`config.mk`:
```
export PLATFORM = sky130hd
export DESIGN_NAME = rhpm_port_mask_reg
export DESIGN_NICKNAME = d
export VERILOG_FILES = /design/src/hw/rhpm_pkg.sv /design/src/hw/rhpm_port_mask_reg.sv /design/src/hw/rhpm_port_power.sv
export SDC_FILE = /design/constraint.sdc
export NUM_CORES = 1
export LEC_CHECK = 0
export ABC_AREA = 1
export BUFFER_PORTS_ARGS = -buffer_cell sky130_fd_sc_hd__buf_4
export CAP_MARGIN = 25
export CORE_ASPECT_RATIO = 0.8
export CORE_MARGIN = 3
export CORE_UTILIZATION = 35
export DETAILED_ROUTE_END_ITERATION = 10
export PLACE_DENSITY_LB_ADDON = 0.15
export SLEW_MARGIN = 20
export SYNTH_ARGS = -nofsm -noshare
export SYNTH_HDL_FRONTEND = slang
export SYNTH_SLANG_ARGS = --single-unit
```
`constraint.sdc`:
```
create_clock -name clock -period 0.9 [get_ports clock]
set_clock_uncertainty 0.05 [all_clocks]
set_input_delay 0.135 -clock clock [delete_from_list [all_inputs] [get_ports clock]]
set_output_delay 0.135 -clock clock [all_outputs]
set_load 0.05 [all_outputs]
```
`src/hw/rhpm_pkg.sv`:
```
// constants and carriers of the root hub port mask register block
// assumes one 50 MHz clock shared by the command port and power logic
package rhpm_pkg;

   localparam int unsigned RHPM_DATA_W  = 32;
   localparam int unsigned RHPM_CODE_W  = 8;
   localparam int unsigned RHPM_FIELD_W = 3;

   // command codes of the one register
   localparam logic [7:0] RHPM_CODE_READ  = 8'h13;
   localparam logic [7:0] RHPM_CODE_WRITE = 8'h93;

   // field positions inside the 32-bit word
   localparam int unsigned RHPM_MASK_LSB = 16;
   localparam int unsigned RHPM_MASK_MSB = 18;
   localparam int unsigned RHPM_REM_LSB  = 0;
   localparam int unsigned RHPM_REM_MSB  = 2;

   // port numbering and the reserved field bit 0
   localparam int unsigned RHPM_PORT_FIRST = 1;
   localparam int unsigned RHPM_PORT_LAST  = 2;
   localparam logic [2:0]  RHPM_FIELD_USED = 3'h6;

   // reset values
   localparam logic [2:0]  RHPM_MASK_RST  = 3'h0;
   localparam logic [2:0]  RHPM_REM_RST   = 3'h0;
   localparam logic        RHPM_POWER_RST = 1'h0;

   // power switch select encoding
   localparam logic        RHPM_PSEL_GLOBAL  = 1'h0;
   localparam logic        RHPM_PSEL_PERPORT = 1'h1;

   typedef struct packed {
      logic                   valid;
      logic [RHPM_CODE_W-1:0] code;
      logic [RHPM_DATA_W-1:0] wrData;
   } rhpm_cmd_s;

   typedef struct packed {
      logic [RHPM_FIELD_W-1:0] setPorts;
      logic [RHPM_FIELD_W-1:0] clrPorts;
   } rhpm_port_cmd_s;

endpackage

```
`src/hw/rhpm_port_mask_reg.sv`:
```
// root hub port descriptor register with per-port power gating
// assumes the command port and power commands share one clock domain
`timescale 1ns/1ps
module rhpm_port_mask_reg (
   input  wire logic                      clock,
   input  wire logic                      rst_n,
   input  wire rhpm_pkg::rhpm_cmd_s       cmdReq,
   output logic [31:0]                    rdData,
   output logic                           rdValid,
   input  wire logic                      powerSwitchSelect,
   input  wire logic                      allPortsPowerOn,
   input  wire logic                      allPortsPowerOff,
   input  wire rhpm_pkg::rhpm_port_cmd_s  singlePortPowerCmd,
   output logic [2:0]                     portPowerMask,
   output logic [2:0]                     removableDeviceFlags,
   output logic [2:0]                     portPowerState
);

   localparam int unsigned DW = rhpm_pkg::RHPM_DATA_W;
   localparam int unsigned FW = rhpm_pkg::RHPM_FIELD_W;

   logic [FW-1:0] mask_r;
   logic [FW-1:0] mask_nxt;
   logic [FW-1:0] removable_r;
   logic [FW-1:0] removable_nxt;
   logic [DW-1:0] rdData_r;
   logic [DW-1:0] rdData_nxt;
   logic          rdValid_r;

   logic          readHit;
   logic          writeHit;
   logic [FW-1:0] wrMaskField;
   logic [FW-1:0] wrRemField;
   logic [DW-1:0] regWord;
   logic          perPortMode;

   // command decode, anything else is silently dropped
   assign readHit  = cmdReq.valid
                   && (cmdReq.code == rhpm_pkg::RHPM_CODE_READ);
   assign writeHit = cmdReq.valid
                   && (cmdReq.code == rhpm_pkg::RHPM_CODE_WRITE);

   // field extraction, reserved bit 0 of each field never stored
   assign wrMaskField = cmdReq.wrData[rhpm_pkg::RHPM_MASK_MSB:
                                      rhpm_pkg::RHPM_MASK_LSB]
                      & rhpm_pkg::RHPM_FIELD_USED;
   assign wrRemField  = cmdReq.wrData[rhpm_pkg::RHPM_REM_MSB:
                                      rhpm_pkg::RHPM_REM_LSB]
                      & rhpm_pkg::RHPM_FIELD_USED;

   assign mask_nxt      = writeHit ? wrMaskField : mask_r;
   assign removable_nxt = writeHit ? wrRemField  : removable_r;

   // read word: unused bits are zero by construction
   assign regWord = (DW'(mask_r) << rhpm_pkg::RHPM_MASK_LSB)
                  | (DW'(removable_r) << rhpm_pkg::RHPM_REM_LSB);
   assign rdData_nxt = readHit ? regWord : rdData_r;

   always_ff @(posedge clock) begin
      if (!rst_n) begin
         mask_r      <= rhpm_pkg::RHPM_MASK_RST;
         removable_r <= rhpm_pkg::RHPM_REM_RST;
      end else begin
         mask_r      <= mask_nxt;
         removable_r <= removable_nxt;
      end
   end

   // read data held until the next read so slow readers can sample
   always_ff @(posedge clock) begin
      if (!rst_n) begin
         rdData_r  <= '0;
         rdValid_r <= 1'h0;
      end else begin
         rdData_r  <= rdData_nxt;
         rdValid_r <= readHit;
      end
   end

   assign rdData               = rdData_r;
   assign rdValid              = rdValid_r;
   assign portPowerMask        = mask_r;
   // flags passed as stored: 0 removable, 1 fixed
   assign removableDeviceFlags = removable_r;

   // global select makes the mask invisible to the ports
   assign perPortMode = (powerSwitchSelect
                         == rhpm_pkg::RHPM_PSEL_PERPORT);

   // reserved port 0 has no switch
   assign portPowerState[0] = 1'h0;

   for (genvar p = rhpm_pkg::RHPM_PORT_FIRST;
        p <= rhpm_pkg::RHPM_PORT_LAST; p++) begin : g_port
      rhpm_port_power u_power (
         .clock            (clock),
         .rst_n            (rst_n),
         .perPortMode      (perPortMode),
         .maskBit          (mask_r[p]),
         .allPortsPowerOn  (allPortsPowerOn),
         .allPortsPowerOff (allPortsPowerOff),
         .portSet          (singlePortPowerCmd.setPorts[p]),
         .portClr          (singlePortPowerCmd.clrPorts[p]),
         .portPowerState   (portPowerState[p])
      );
   end
endmodule // rhpm_port_mask_reg

```
`src/hw/rhpm_port_power.sv`:
```
// one downstream port's power state flip-flop
// assumes command pulses come from logic on the same clock
`timescale 1ns/1ps
module rhpm_port_power (
   input  wire logic clock,
   input  wire logic rst_n,
   input  wire logic perPortMode,
   input  wire logic maskBit,
   input  wire logic allPortsPowerOn,
   input  wire logic allPortsPowerOff,
   input  wire logic portSet,
   input  wire logic portClr,
   output logic      portPowerState
);

   logic powerState_r;
   logic powerState_nxt;
   logic maskActive;
   logic globalOwns;
   logic turnOn;
   logic turnOff;

   // mask means nothing in global mode
   assign maskActive = perPortMode && maskBit;
   assign globalOwns = !maskActive;
   // off wins when both arrive together: safer for the supply
   assign turnOff = (globalOwns && allPortsPowerOff)
                  || (maskActive && portClr);
   assign turnOn  = (globalOwns && allPortsPowerOn)
                  || (maskActive && portSet);
   assign powerState_nxt = turnOff ? 1'h0 :
                           turnOn  ? 1'h1 : powerState_r;

   always_ff @(posedge clock) begin
      if (!rst_n) begin
         powerState_r <= rhpm_pkg::RHPM_POWER_RST;
      end else begin
         powerState_r <= powerState_nxt;
      end
   end

   assign portPowerState = powerState_r;
endmodule // rhpm_port_power

```
---- Yosys cells after proc, flatten, opt, wreduce, memory -nomap -nowiden ----
Index checks and enable logic that the tools add are counted.
storage, ports and cells
  bits of input ports ..................... 52
  bits in registers ....................... 39
  output and inout bits ................... 42
  logic and storage cells ................. 30
cells by class
  eq/ne operators ......................... 2
  bitwise logic cells ..................... 2
  reduce and logical (&&, ||, !) cells .... 20
operators with widths
  operator                                              count
  OR 19 x 3 -> 19 bit                                   1
  logical AND 1 bit                                     12
  equality test 8 x 5 -> 1 bit (second input constant)  1
  equality test 8 bit (second input constant)           1
  logical OR 1 bit                                      4
  OR reduction 2 bit                                    2
  logical NOT 1 bit                                     2
  inverter 1 bit                                        1

---- Logic depth before layout (Yosys ltp) ----
Gate-level depths: netlist of run 1.
  word-level depth ........................ 5
  mapped depth ............................ 7
  mapped depth without buffers ............ 7

---- By module ----
A second synthesis of run 1 with hierarchy kept.
unflattened totals
  cell total of the unflattened synthesis .. 140
  area, all modules ....................... 893.4 sq um
by module, submodules not included
  module              sequential area each (sq um)  times used  cells each  area an instance (sq um)
  rhpm_port_mask_reg  180.2                         1           116         760.7
  rhpm_port_power     20.0                          2           12          66.3

---- Least setup slack after synthesis of run 1 ----
No wires, ideal clock.
  path kind ............................... flip-flop to flip-flop
  start ................................... reg removable_r[1], in the netlist removableDeviceFlags[1]
  end ..................................... reg rdData_r[1], in the netlist rdData[1]
  path slack .............................. -0.125 ns
  buffers on the path ..................... 0
  period minus slack after synthesis ...... 1.025 ns
  arrival ................................. 0.911 ns
  cell stages (with the launch flop) ...... 5
  required time ........................... 0.786 ns
  library setup time ...................... 0.064 ns
  path through ............................ dfxtp_1 > inv_1 > nand3_1 > nand2_1 > nor2_1
on the way
  longest elaborated chain between the ends .. 1
ends and longest elaborated chain
  what                    RTL line                  source
  from (decl)             rhpm_port_mask_reg.sv:24  logic [FW-1:0] removable_r;
  from (signal assigned)  rhpm_port_mask_reg.sv:62  removable_r <= rhpm_pkg::RHPM_REM_RST;
  from (signal assigned)  rhpm_port_mask_reg.sv:65  removable_r <= removable_nxt;
  OR 19 x 3 -> 19 bit     rhpm_port_mask_reg.sv:56  | (DW'(removable_r) << rhpm_pkg::RHPM_REM_LSB);
  to (signal assigned)    rhpm_port_mask_reg.sv:75  rdData_r <= rdData_nxt;
  to (decl)               rhpm_port_mask_reg.sv:26  logic [DW-1:0] rdData_r;
Every way passes these cells.
A chain may end at the register's enable or synchronous reset.

---- Worst setup path after layout of run 1 ----
  start ................................... reg g_port[2].u_power.powerState_r
  end ..................................... out portPowerState[2]
RTL lines
  what                    RTL line                  source
  from (decl)             rhpm_port_power.sv:16     logic powerState_r;
  from (signal assigned)  rhpm_port_power.sv:36     powerState_r <= rhpm_pkg::RHPM_POWER_RST;
  from (signal assigned)  rhpm_port_power.sv:38     powerState_r <= powerState_nxt;
  to (decl)               rhpm_port_mask_reg.sv:16  output logic [2:0] portPowerState
No word-level cell between the ends.

==> summary.md, run 1 <==
### Routing
* 3.63 — via-per-instance ratio
* 0 — post-route DRC violation count
* 8.38 um — WL/cell
* 4 — first-pass detailed-route iteration total
* 702 um — post-route met1 wirelength
* 13 — number of DRC violations after detailed-routing iteration 0
* 1700 um — Final Routed Wirelength
* 133 um — sum of met3 wire segment lengths after detailed routing
* 737 — routed vias
* 849 um — total met2 wirelength after detailed routing
* met4 — uppermost layer routed
* 0 — Routed Antenna Nets

### Global route
* 11.1% — global routing usage summed across all routing layers
* 2800 um — global-route wire length before repair
* 0 — antenna violations before repair
* 0 — residual overflow from global routing
* 655 — via count of the first global-routing pass
* 12 — largest net degree at the start of global routing

### Power and ir drop
* 0.516 mV — largest voltage drop on the vdd net
* 1100 mW/mm^2 — power density over cell area
* 0.00131 W — Tot Pwr
* 0.657 nW — standby leakage power

### Hold path
* rst_n — launch point of the worst hold path
* rdData[17]$_SDFFE_PN0P_ — hold endpoint
* input pin to register — Hold Crit Class
* 3 — WHS Path Cells

### Synth
* 891 um^2 — mapped cell area
* 134 — synthesized netlist cell count
* 6.65 um^2 — average size of a mapped cell
* 14 — distinct cell type count after synthesis
* 0 — Yosys warnings
* 24.7% — sequential area share after synthesis
* 11 — number of synthesized register bits

### Layout
* 0 — antenna cell count
* 36.7% — fraction of final layout cells with drive strength greater than 1
* 203 — Finished Layout Cells
* 33.4% — growth of design area from synthesis to finish
* 222 — NumNets Final

### Critical path
* 0.01 ns — flop-to-flop setup slack
* 1 — number of buffer and inverter stages on the critical path
* g_port[1].u_power.portPowerState$_SDFFE_PP0P_ — worst r2r dst
* portPowerMask[1]$_SDFFE_PN0P_ — start of the worst register-to-register path
* 0.77 ns — arrival time worst endpoint
* 3 — maximum fanout along the worst path
* buf_8 — series of cell instances along the critical path
* 0.36 ns — highest cell delay on the worst timing path
* flip-flops — cell family contributing the most delay on the critical path
* register to primary output — critical path type
* 0.71 ns — worst path required time
* register — crit path launch type
* primary output — Critical Path End Type
* sky130_fd_sc_hd__dfxtp_2 — slowest library cell on the worst path
* 3 — r2r worst-path depth

### Floorplan
* 0.00319 mm^2 — total die area
* 62.4 um — overall die width
* 0.00229 mm^2 — total core area
* 94 — I/O pins
* 38.9% — Starting Density
* 15 — site row count
* 51.1 um — chip height

### Placement
* 32 — quantity of I/O buffers inserted on ports
* 1390 um — dpl hpwl
* 0.739 — RePlAce Congestion
* 195 — placed cells

### STA
* yes — unrepaired setup endpoints after global routing
* 0 — final number of max-transition violations
* 0.959 ns — Tmin final
* 107% — portion of the clock cycle consumed by the worst path in the final layout
* 1040 MHz — f_max
* 11 — Setup Viol. Count Final
* -0.477 ns — Setup TNS Final
* 0 — Final Hold Vio Count
* -0.0585 ns — post-layout worst setup margin

### Job
* 0 — Max-cap violations

### Clock network
* 0.07 ns — clock transition at the register clock pins on the worst setup and hold paths after CTS
* 2 — Clock Path Buffers
* 1 — CTS H-tree lvls
* sky130_fd_sc_hd__clkbuf_4 — Clk Tree Root Cell
* 3 — Num CTS Buffers
* 0.27 ns — clock network latency to the later pin of the worst-skew pair
* 0 — count of hold-fix buffers inserted at cts
* 11 — clock tree sinks
* done — clock tree from TritonCTS

### Status
* finished with violations — run status
* negative setup slack — failing checks

-- worst min-delay path, cell delays in order --
cell,delay (ns)
sky130_fd_sc_hd__buf_4,0.15
sky130_fd_sc_hd__nand2_2,0.06
sky130_fd_sc_hd__nor2_1,0.03
-- worst max path at each step --
stage / startpoint / endpoint / cells past startpoint
finish: g_port[2].u_power.portPowerState$_SDFFE_PP0P_ / portPowerState[2] / 1
floorplan: rdData[1]$_SDFFE_PN0P_ / rdData[1]$_SDFFE_PN0P_ / 4
global placement: cmdReq[32] / rdData[18]$_SDFFE_PN0P_ / 8
CTS: g_port[1].u_power.portPowerState$_SDFFE_PP0P_ / portPowerState[1] / 1
global route: g_port[2].u_power.portPowerState$_SDFFE_PP0P_ / portPowerState[2] / 1
detailed placement: cmdReq[32] / rdData[2]$_SDFFE_PN0P_ / 8
-- through the flow --
step	utilization (%)	hold WS, ns	instance area [um^2]	worst slack (ns)
3_5_place_dp	45.1	0.378	1030	-0.115
6_report	51.9	0.0965	1190	-0.0585
5_1_grt	51.9	0.0859	1190	-0.0964
4_1_cts	50.8	0.0820	1160	-0.0705
3_3_place_gp	45.1	0.381	1030	-0.0976
2_1_floorplan	-	0.233	1010	-0.0691
-- per-layer routing --
layer / vias up / GRT usage [%]
li1: 396 / -
met1: 305 / 13.4
met2: 34 / 18.6
met3: 2 / 4.18
met4: 0 / 3.30
met5: - / 0
-- cell type report --
type / instances / area, um^2
well taps: 34 / 42.5
fillers: 237 / 1100
repair buffers: 37 / 360
multi-input cells: 89 / 418
inverters: 28 / 105
flip-flops and latches: 11 / 236
clock buffers: 4 / 26.3
-- power breakdown --
part,internal [W],switching [W]
registers,0.000491,0.00000569
clock network,0.000172,0.000167
logic,0.000100,0.000375
-- layout by cell type (no fill, tap or decap), drive strengths merged --
cell type  netlist  routed
nand3           11      11
nand2           23      23
buf             36      37
dfxtp           11      11
nor2            20      20
inv             28      28
conb             1      31
clkbuf           0       4
o211a            2       2
o21ai            2       2
-- cell families after synthesis --
logic type	synth area share [%]
compound gates	3.37
other cells	0.421
flops	24.7
buf+inv	41.9
simple gates	29.6
-- sequential cells by signal, indices dropped and copies added, names as in the netlist --
name	count
removableDeviceFlags	2
g_port.u_power.portPowerState	2
portPowerMask	2
rdData	4
rdValid	1
-- cells in the mapped netlist --
| library cell | number | area, um^2 |
|---|---|---|
| sky130_fd_sc_hd__nor2_1 | 16 | 60.1 |
| sky130_fd_sc_hd__o21ai_0 | 2 | 10.0 |
| sky130_fd_sc_hd__nand3_1 | 9 | 45.0 |
| sky130_fd_sc_hd__conb_1 | 1 | 3.75 |
| sky130_fd_sc_hd__nor2_4 | 4 | 45.0 |
| sky130_fd_sc_hd__o211a_1 | 2 | 20.0 |
| sky130_fd_sc_hd__buf_4 | 35 | 263 |
| sky130_fd_sc_hd__nand3_4 | 1 | 17.5 |
| sky130_fd_sc_hd__buf_2 | 1 | 5.00 |
| sky130_fd_sc_hd__inv_1 | 27 | 101 |
| sky130_fd_sc_hd__inv_2 | 1 | 3.75 |
| sky130_fd_sc_hd__nand2_1 | 23 | 86.3 |
| sky130_fd_sc_hd__nand3_2 | 1 | 10.0 |
| sky130_fd_sc_hd__dfxtp_1 | 11 | 220 |
-- repair_timing --
action                                  CTS  global route
gates resized for setup                  26             9
pin swaps                                 0             3
endpoints found under the setup margin   11            15
buffers inserted                          3             1
No activity file was read; power rests on OpenSTA's default activity.
==> run 2: changes to the inputs <==
REMOVE_ABC_BUFFERS = 1   (was not set)
==> summary.md, run 2 (same netlist as run 1, synthesis figures left out) <==
### Critical path
* 0.76 ns — arrival time worst endpoint
* register — crit path launch type
* register to primary output — critical path type
* 4 — r2r worst-path depth
* 0.03 ns — flop-to-flop setup slack
* flip-flops — cell family contributing the most delay on the critical path
* primary output — Critical Path End Type
* sky130_fd_sc_hd__dfxtp_2 — slowest library cell on the worst path
* 3 — maximum fanout along the worst path
* 1 — number of buffer and inverter stages on the critical path
* buf_8 — series of cell instances along the critical path
* 0.35 ns — highest cell delay on the worst timing path
* 0.71 ns — worst path required time
* g_port[2].u_power.portPowerState$_SDFFE_PP0P_ — worst r2r dst
* portPowerMask[2]$_SDFFE_PN0P_ — start of the worst register-to-register path

### Routing
* 1640 um — Final Routed Wirelength
* 8.19 um — WL/cell
* 4 — first-pass detailed-route iteration total
* 711 — routed vias
* 19 — number of DRC violations after detailed-routing iteration 0
* 0 — post-route DRC violation count
* 0 — Routed Antenna Nets
* 3.56 — via-per-instance ratio

### Layout
* sky130_fd_sc_hd__conb_1, sky130_fd_sc_hd__inv_1, sky130_fd_sc_hd__nand2_1, sky130_fd_sc_hd__buf_4, sky130_fd_sc_hd__nor2_1 — commonest cells after routing, fill and taps aside
* 0 — antenna cell count
* 4 — Largest register FFs
* 33.1% — fraction of final layout cells with drive strength greater than 1
* 50.3% — utilization after layout
* sky130_fd_sc_hd__conb_1 — most common library cell in the layout ignoring fill and taps
* 29.4% — growth of design area from synthesis to finish
* 219 — NumNets Final
* 233 — number of fill cells

### Status
* finished with violations — run status
* negative setup slack — failing checks

### Clock network
* 0.26 ns — clock network latency to the later pin of the worst-skew pair
* 11 — clock tree sinks
* done — clock tree from TritonCTS
* 1 — CTS H-tree lvls
* 2 — Clock Path Buffers
* 3 — Num CTS Buffers
* 0.06 ns — clock transition at the register clock pins on the worst setup and hold paths after CTS
* 0 — count of hold-fix buffers inserted at cts
* sky130_fd_sc_hd__clkbuf_4 — Clk Tree Root Cell

### Placement
* 32 — quantity of I/O buffers inserted on ports
* 0.700 — RePlAce Congestion
* 1350 um — dpl hpwl

### Global route
* 0 — antenna violations before repair
* 10.6% — global routing usage summed across all routing layers
* 2680 um — global-route wire length before repair
* 12 — largest net degree at the start of global routing
* 0 — residual overflow from global routing
* 622 — via count of the first global-routing pass

### STA
* 105% — portion of the clock cycle consumed by the worst path in the final layout
* 11 — Setup Viol. Count Final
* 1050 MHz — f_max
* yes — unrepaired setup endpoints after global routing
* 0 — final number of max-transition violations
* 0 — Final Hold Vio Count
* -0.0480 ns — post-layout worst setup margin
* 0.948 ns — Tmin final

### Floorplan
* 62.4 um — overall die width
* 15 — site row count
* 0.00229 mm^2 — total core area
* 51.1 um — chip height
* 0.00319 mm^2 — total die area
* 38.9% — Starting Density
* 94 — I/O pins

### Power and ir drop
* 38.7% — share of power burned in registers
* 0.00129 W — Tot Pwr
* 1120 mW/mm^2 — power density over cell area
* 24.5% — clock group share of total power
* 0.000524 W — total net switching power
* 0.000763 W — cell internal pwr
* 40.7% — share of total power consumed by net switching
* 0.638 nW — standby leakage power
* 0.465 mV — largest voltage drop on the vdd net
* 36.7% — combinational group share of total power

### Hold path
* 3 — WHS Path Cells
* input pin to register — Hold Crit Class
* rst_n — launch point of the worst hold path
* portPowerMask[2]$_SDFFE_PN0P_ — hold endpoint

### Job
* 0 — Max-cap violations

run 2: final cells by class:
cell class | count | area (um^2) | area share, %
Multi-Input combinational cell | 89 | 410 | 35.6
Clock buffer | 4 | 26.3 | 2.28
Tap cell | 34 | 42.5 | 3.69
Timing Repair Buffer | 34 | 334 | 29.0
Sequential cell | 11 | 234 | 20.3
Inverter | 28 | 105 | 9.12
run 2: how the worst max path moves through the flow:
stage          cells past startpoint                                            end                                           from  slack (ns)
3_3_place_gp                       7                        rdData[17]$_SDFFE_PN0P_                                     cmdReq[37]       -0.09
4_1_cts                            1                               portPowerMask[1]                  portPowerMask[1]$_SDFFE_PN0P_       -0.06
2_1_floorplan                      2  g_port[1].u_power.portPowerState$_SDFFE_PP0P_                  portPowerMask[1]$_SDFFE_PN0P_       -0.23
5_1_grt                            1                              portPowerState[2]  g_port[2].u_power.portPowerState$_SDFFE_PP0P_       -0.09
6_report                           1                               portPowerMask[1]                  portPowerMask[1]$_SDFFE_PN0P_       -0.05
3_5_place_dp                       7                         rdData[2]$_SDFFE_PN0P_                                     cmdReq[37]       -0.12
run 2: routing by layer:
| layer | share of wire [%] | up-vias | wire length (um) | track usage, % |
|---|---|---|---|---|
| li1 | - | 390 | - | - |
| met1 | 41 | 285 | 665 | 13.1 |
| met2 | 51 | 36 | 829 | 17.2 |
| met3 | 8.7 | 0 | 143 | 3.96 |
| met4 | 0 | 0 | 0 | 3.30 |
| met5 | 0 | - | 0 | 0 |
run 2: repair_timing:
action | 4_1_cts | 5_1_grt
endpoints found under the setup margin | 11 | 12
pin swaps | 0 | 1
gates resized for setup | 29 | 3
buffers inserted | 1 | 0
run 2: power by group through the flow:
stage	logic (W)	registers (W)	clock network, W
3_3_place_gp	0.000458	0.000507	0
5_1_grt	0.000499	0.000499	0.000370
2_1_floorplan	0.000340	0.000525	0
3_5_place_dp	0.000461	0.000507	0
4_1_cts	0.000469	0.000498	0.000338
6_report	0.000473	0.000498	0.000316
run 2: through the flow:
step / setup slack, ns / std cells / cell area (um^2) / TNS [ns] / hold WS, ns
5_1_grt: -0.0944 / 200 / 1150 / -0.795 / 0.102
3_3_place_gp: -0.0881 / 195 / 1030 / -0.597 / 0.387
4_1_cts: -0.0599 / 200 / 1140 / -0.502 / 0.102
3_5_place_dp: -0.121 / 195 / 1030 / -0.762 / 0.390
6_report: -0.0480 / 200 / 1150 / -0.359 / 0.113
2_1_floorplan: -0.231 / 128 / 736 / -1.46 / 0.197
==> run 3: changes to the inputs <==
GPL_TIMING_DRIVEN = 0   (was not set)
==> summary.md, run 3 (same netlist as run 1, synthesis figures left out) <==
### Clock network
* 0.26 ns — clock network latency to the later pin of the worst-skew pair
* 11 — clock tree sinks
* 2 — Clock Path Buffers
* 1 — CTS H-tree lvls
* done — clock tree from TritonCTS
* 0 — count of hold-fix buffers inserted at cts
* sky130_fd_sc_hd__clkbuf_4 — Clk Tree Root Cell
* 0.06 ns — clock transition at the register clock pins on the worst setup and hold paths after CTS
* 3 — Num CTS Buffers

### Power and ir drop
* 24.9% — clock group share of total power
* 0.000531 W — total net switching power
* 36.5% — combinational group share of total power
* 0.636 nW — standby leakage power
* 38.5% — share of power burned in registers
* 0.697 mV — largest voltage drop on the vdd net
* 0.000759 W — cell internal pwr
* 1110 mW/mm^2 — power density over cell area
* 41.1% — share of total power consumed by net switching

### Routing
* 3.65 — via-per-instance ratio
* 3 — first-pass detailed-route iteration total
* 0 — Routed Antenna Nets
* 0 — post-route DRC violation count
* 1690 um — Final Routed Wirelength
* 727 — routed vias
* 8.50 um — WL/cell
* 10 — number of DRC violations after detailed-routing iteration 0

### Critical path
* 0.77 ns — arrival time worst endpoint
* 0.37 ns — highest cell delay on the worst timing path
* primary output — Critical Path End Type
* 1 — number of buffer and inverter stages on the critical path
* flip-flops — cell family contributing the most delay on the critical path
* register — crit path launch type
* sky130_fd_sc_hd__dfxtp_4 — slowest library cell on the worst path
* register to primary output — critical path type
* 0.71 ns — worst path required time
* buf_8 — series of cell instances along the critical path
* 3 — maximum fanout along the worst path

### Placement
* 1410 um — dpl hpwl
* 0.691 — RePlAce Congestion
* 32 — quantity of I/O buffers inserted on ports

### STA
* 106% — portion of the clock cycle consumed by the worst path in the final layout
* 1050 MHz — f_max
* 0 — final number of max-transition violations
* 11 — Setup Viol. Count Final
* -0.0566 ns — post-layout worst setup margin
* -0.384 ns — Setup TNS Final
* 0.957 ns — Tmin final
* yes — unrepaired setup endpoints after global routing
* 0 — Final Hold Vio Count

### Global route
* 0 — residual overflow from global routing
* 4.62% — met3 Usage GRT
* 12 — largest net degree at the start of global routing
* 0 — antenna violations before repair
* 18.2% — GR met2 Demand/Resource
* 12.5% — met1 Use GR
* 2660 um — global-route wire length before repair
* 10.7% — global routing usage summed across all routing layers
* 613 — via count of the first global-routing pass
* met2 — peak-usage layer in the global routing report

### Floorplan
* 0.00319 mm^2 — total die area
* 62.4 um — overall die width
* 94 — I/O pins
* 0.00229 mm^2 — total core area
* 38.9% — Starting Density
* 15 — site row count
* 51.1 um — chip height

### Layout
* 4 — Largest register FFs
* sky130_fd_sc_hd__conb_1, sky130_fd_sc_hd__inv_1, sky130_fd_sc_hd__nand2_1, sky130_fd_sc_hd__buf_4, sky130_fd_sc_hd__nor2_1 — commonest cells after routing, fill and taps aside
* 50.7% — utilization after layout
* 0 — antenna cell count
* 218 — NumNets Final
* 35.2% — fraction of final layout cells with drive strength greater than 1
* 30.3% — growth of design area from synthesis to finish
* sky130_fd_sc_hd__conb_1 — most common library cell in the layout ignoring fill and taps

### Status
* negative setup slack — failing checks
* finished with violations — run status

### Hold path
* input pin to register — Hold Crit Class

### Job
* 0 — Max-cap violations

## run 3: layout make-up
| type | count | area, um^2 |
|---|---|---|
| sequential | 11 | 236 |
| clock buffer | 4 | 26.3 |
| tap | 34 | 42.5 |
| inverter | 28 | 105 |
| timing repair buffer | 33 | 330 |
| multi-input combinational | 89 | 420 |
| fill | 248 | 1130 |
## run 3: per-layer routing
layer	up-vias	share of wire (%)
met5	-	0
met1	299	40
met2	37	50
met3	2	9.0
li1	389	-
met4	0	0.89
## run 3: what timing repair did
action / in CTS / in global routing
setup endpoints to repair: 11 / 13
pin swaps: 0 / 2
resized for setup: 29 / 9
setup buffers: 1 / 0
## run 3: power by group through the flow
stage | Clock, W | Sequential (W) | Combinational (W)
2_1_floorplan | 0 | 0.000525 | 0.000340
3_3_place_gp | 0 | 0.000507 | 0.000455
3_5_place_dp | 0 | 0.000507 | 0.000459
4_1_cts | 0.000339 | 0.000498 | 0.000466
5_1_grt | 0.000378 | 0.000498 | 0.000497
6_report | 0.000322 | 0.000497 | 0.000471
## run 3: final timing paths
path,slack (ns),cells past startpoint,to,startpoint
worst max-delay path,-0.06,1,portPowerState[1],g_port[1].u_power.portPowerState$_SDFFE_PP0P_
worst min register to register,0.47,4,rdData[2]$_SDFFE_PN0P_,rdData[2]$_SDFFE_PN0P_
worst min-delay path,0.10,3,rdValid$_SDFF_PN0_,rst_n
worst max register to register,0.02,3,g_port[1].u_power.portPowerState$_SDFFE_PP0P_,g_port[1].u_power.portPowerState$_SDFFE_PP0P_
## run 3: worst min-delay path: stages
cell and delay, ns:
sky130_fd_sc_hd__buf_4 0.15, sky130_fd_sc_hd__inv_1 0.06, sky130_fd_sc_hd__nor2_1 0.04
## run 3: metrics by stage
stage | setup WS [ns] | hold WS (ns) | area [um^2] | instances | power (W)
6_report | -0.0566 | 0.104 | 1160 | 199 | 0.00129
5_1_grt | -0.0981 | 0.0898 | 1160 | 199 | 0.00137
4_1_cts | -0.0613 | 0.0980 | 1130 | 199 | 0.00130
3_5_place_dp | -0.103 | 0.390 | 1020 | 194 | 0.000965
3_3_place_gp | -0.0978 | 0.385 | 1020 | 194 | 0.000961
2_1_floorplan | -0.231 | 0.197 | 736 | 128 | 0.000865
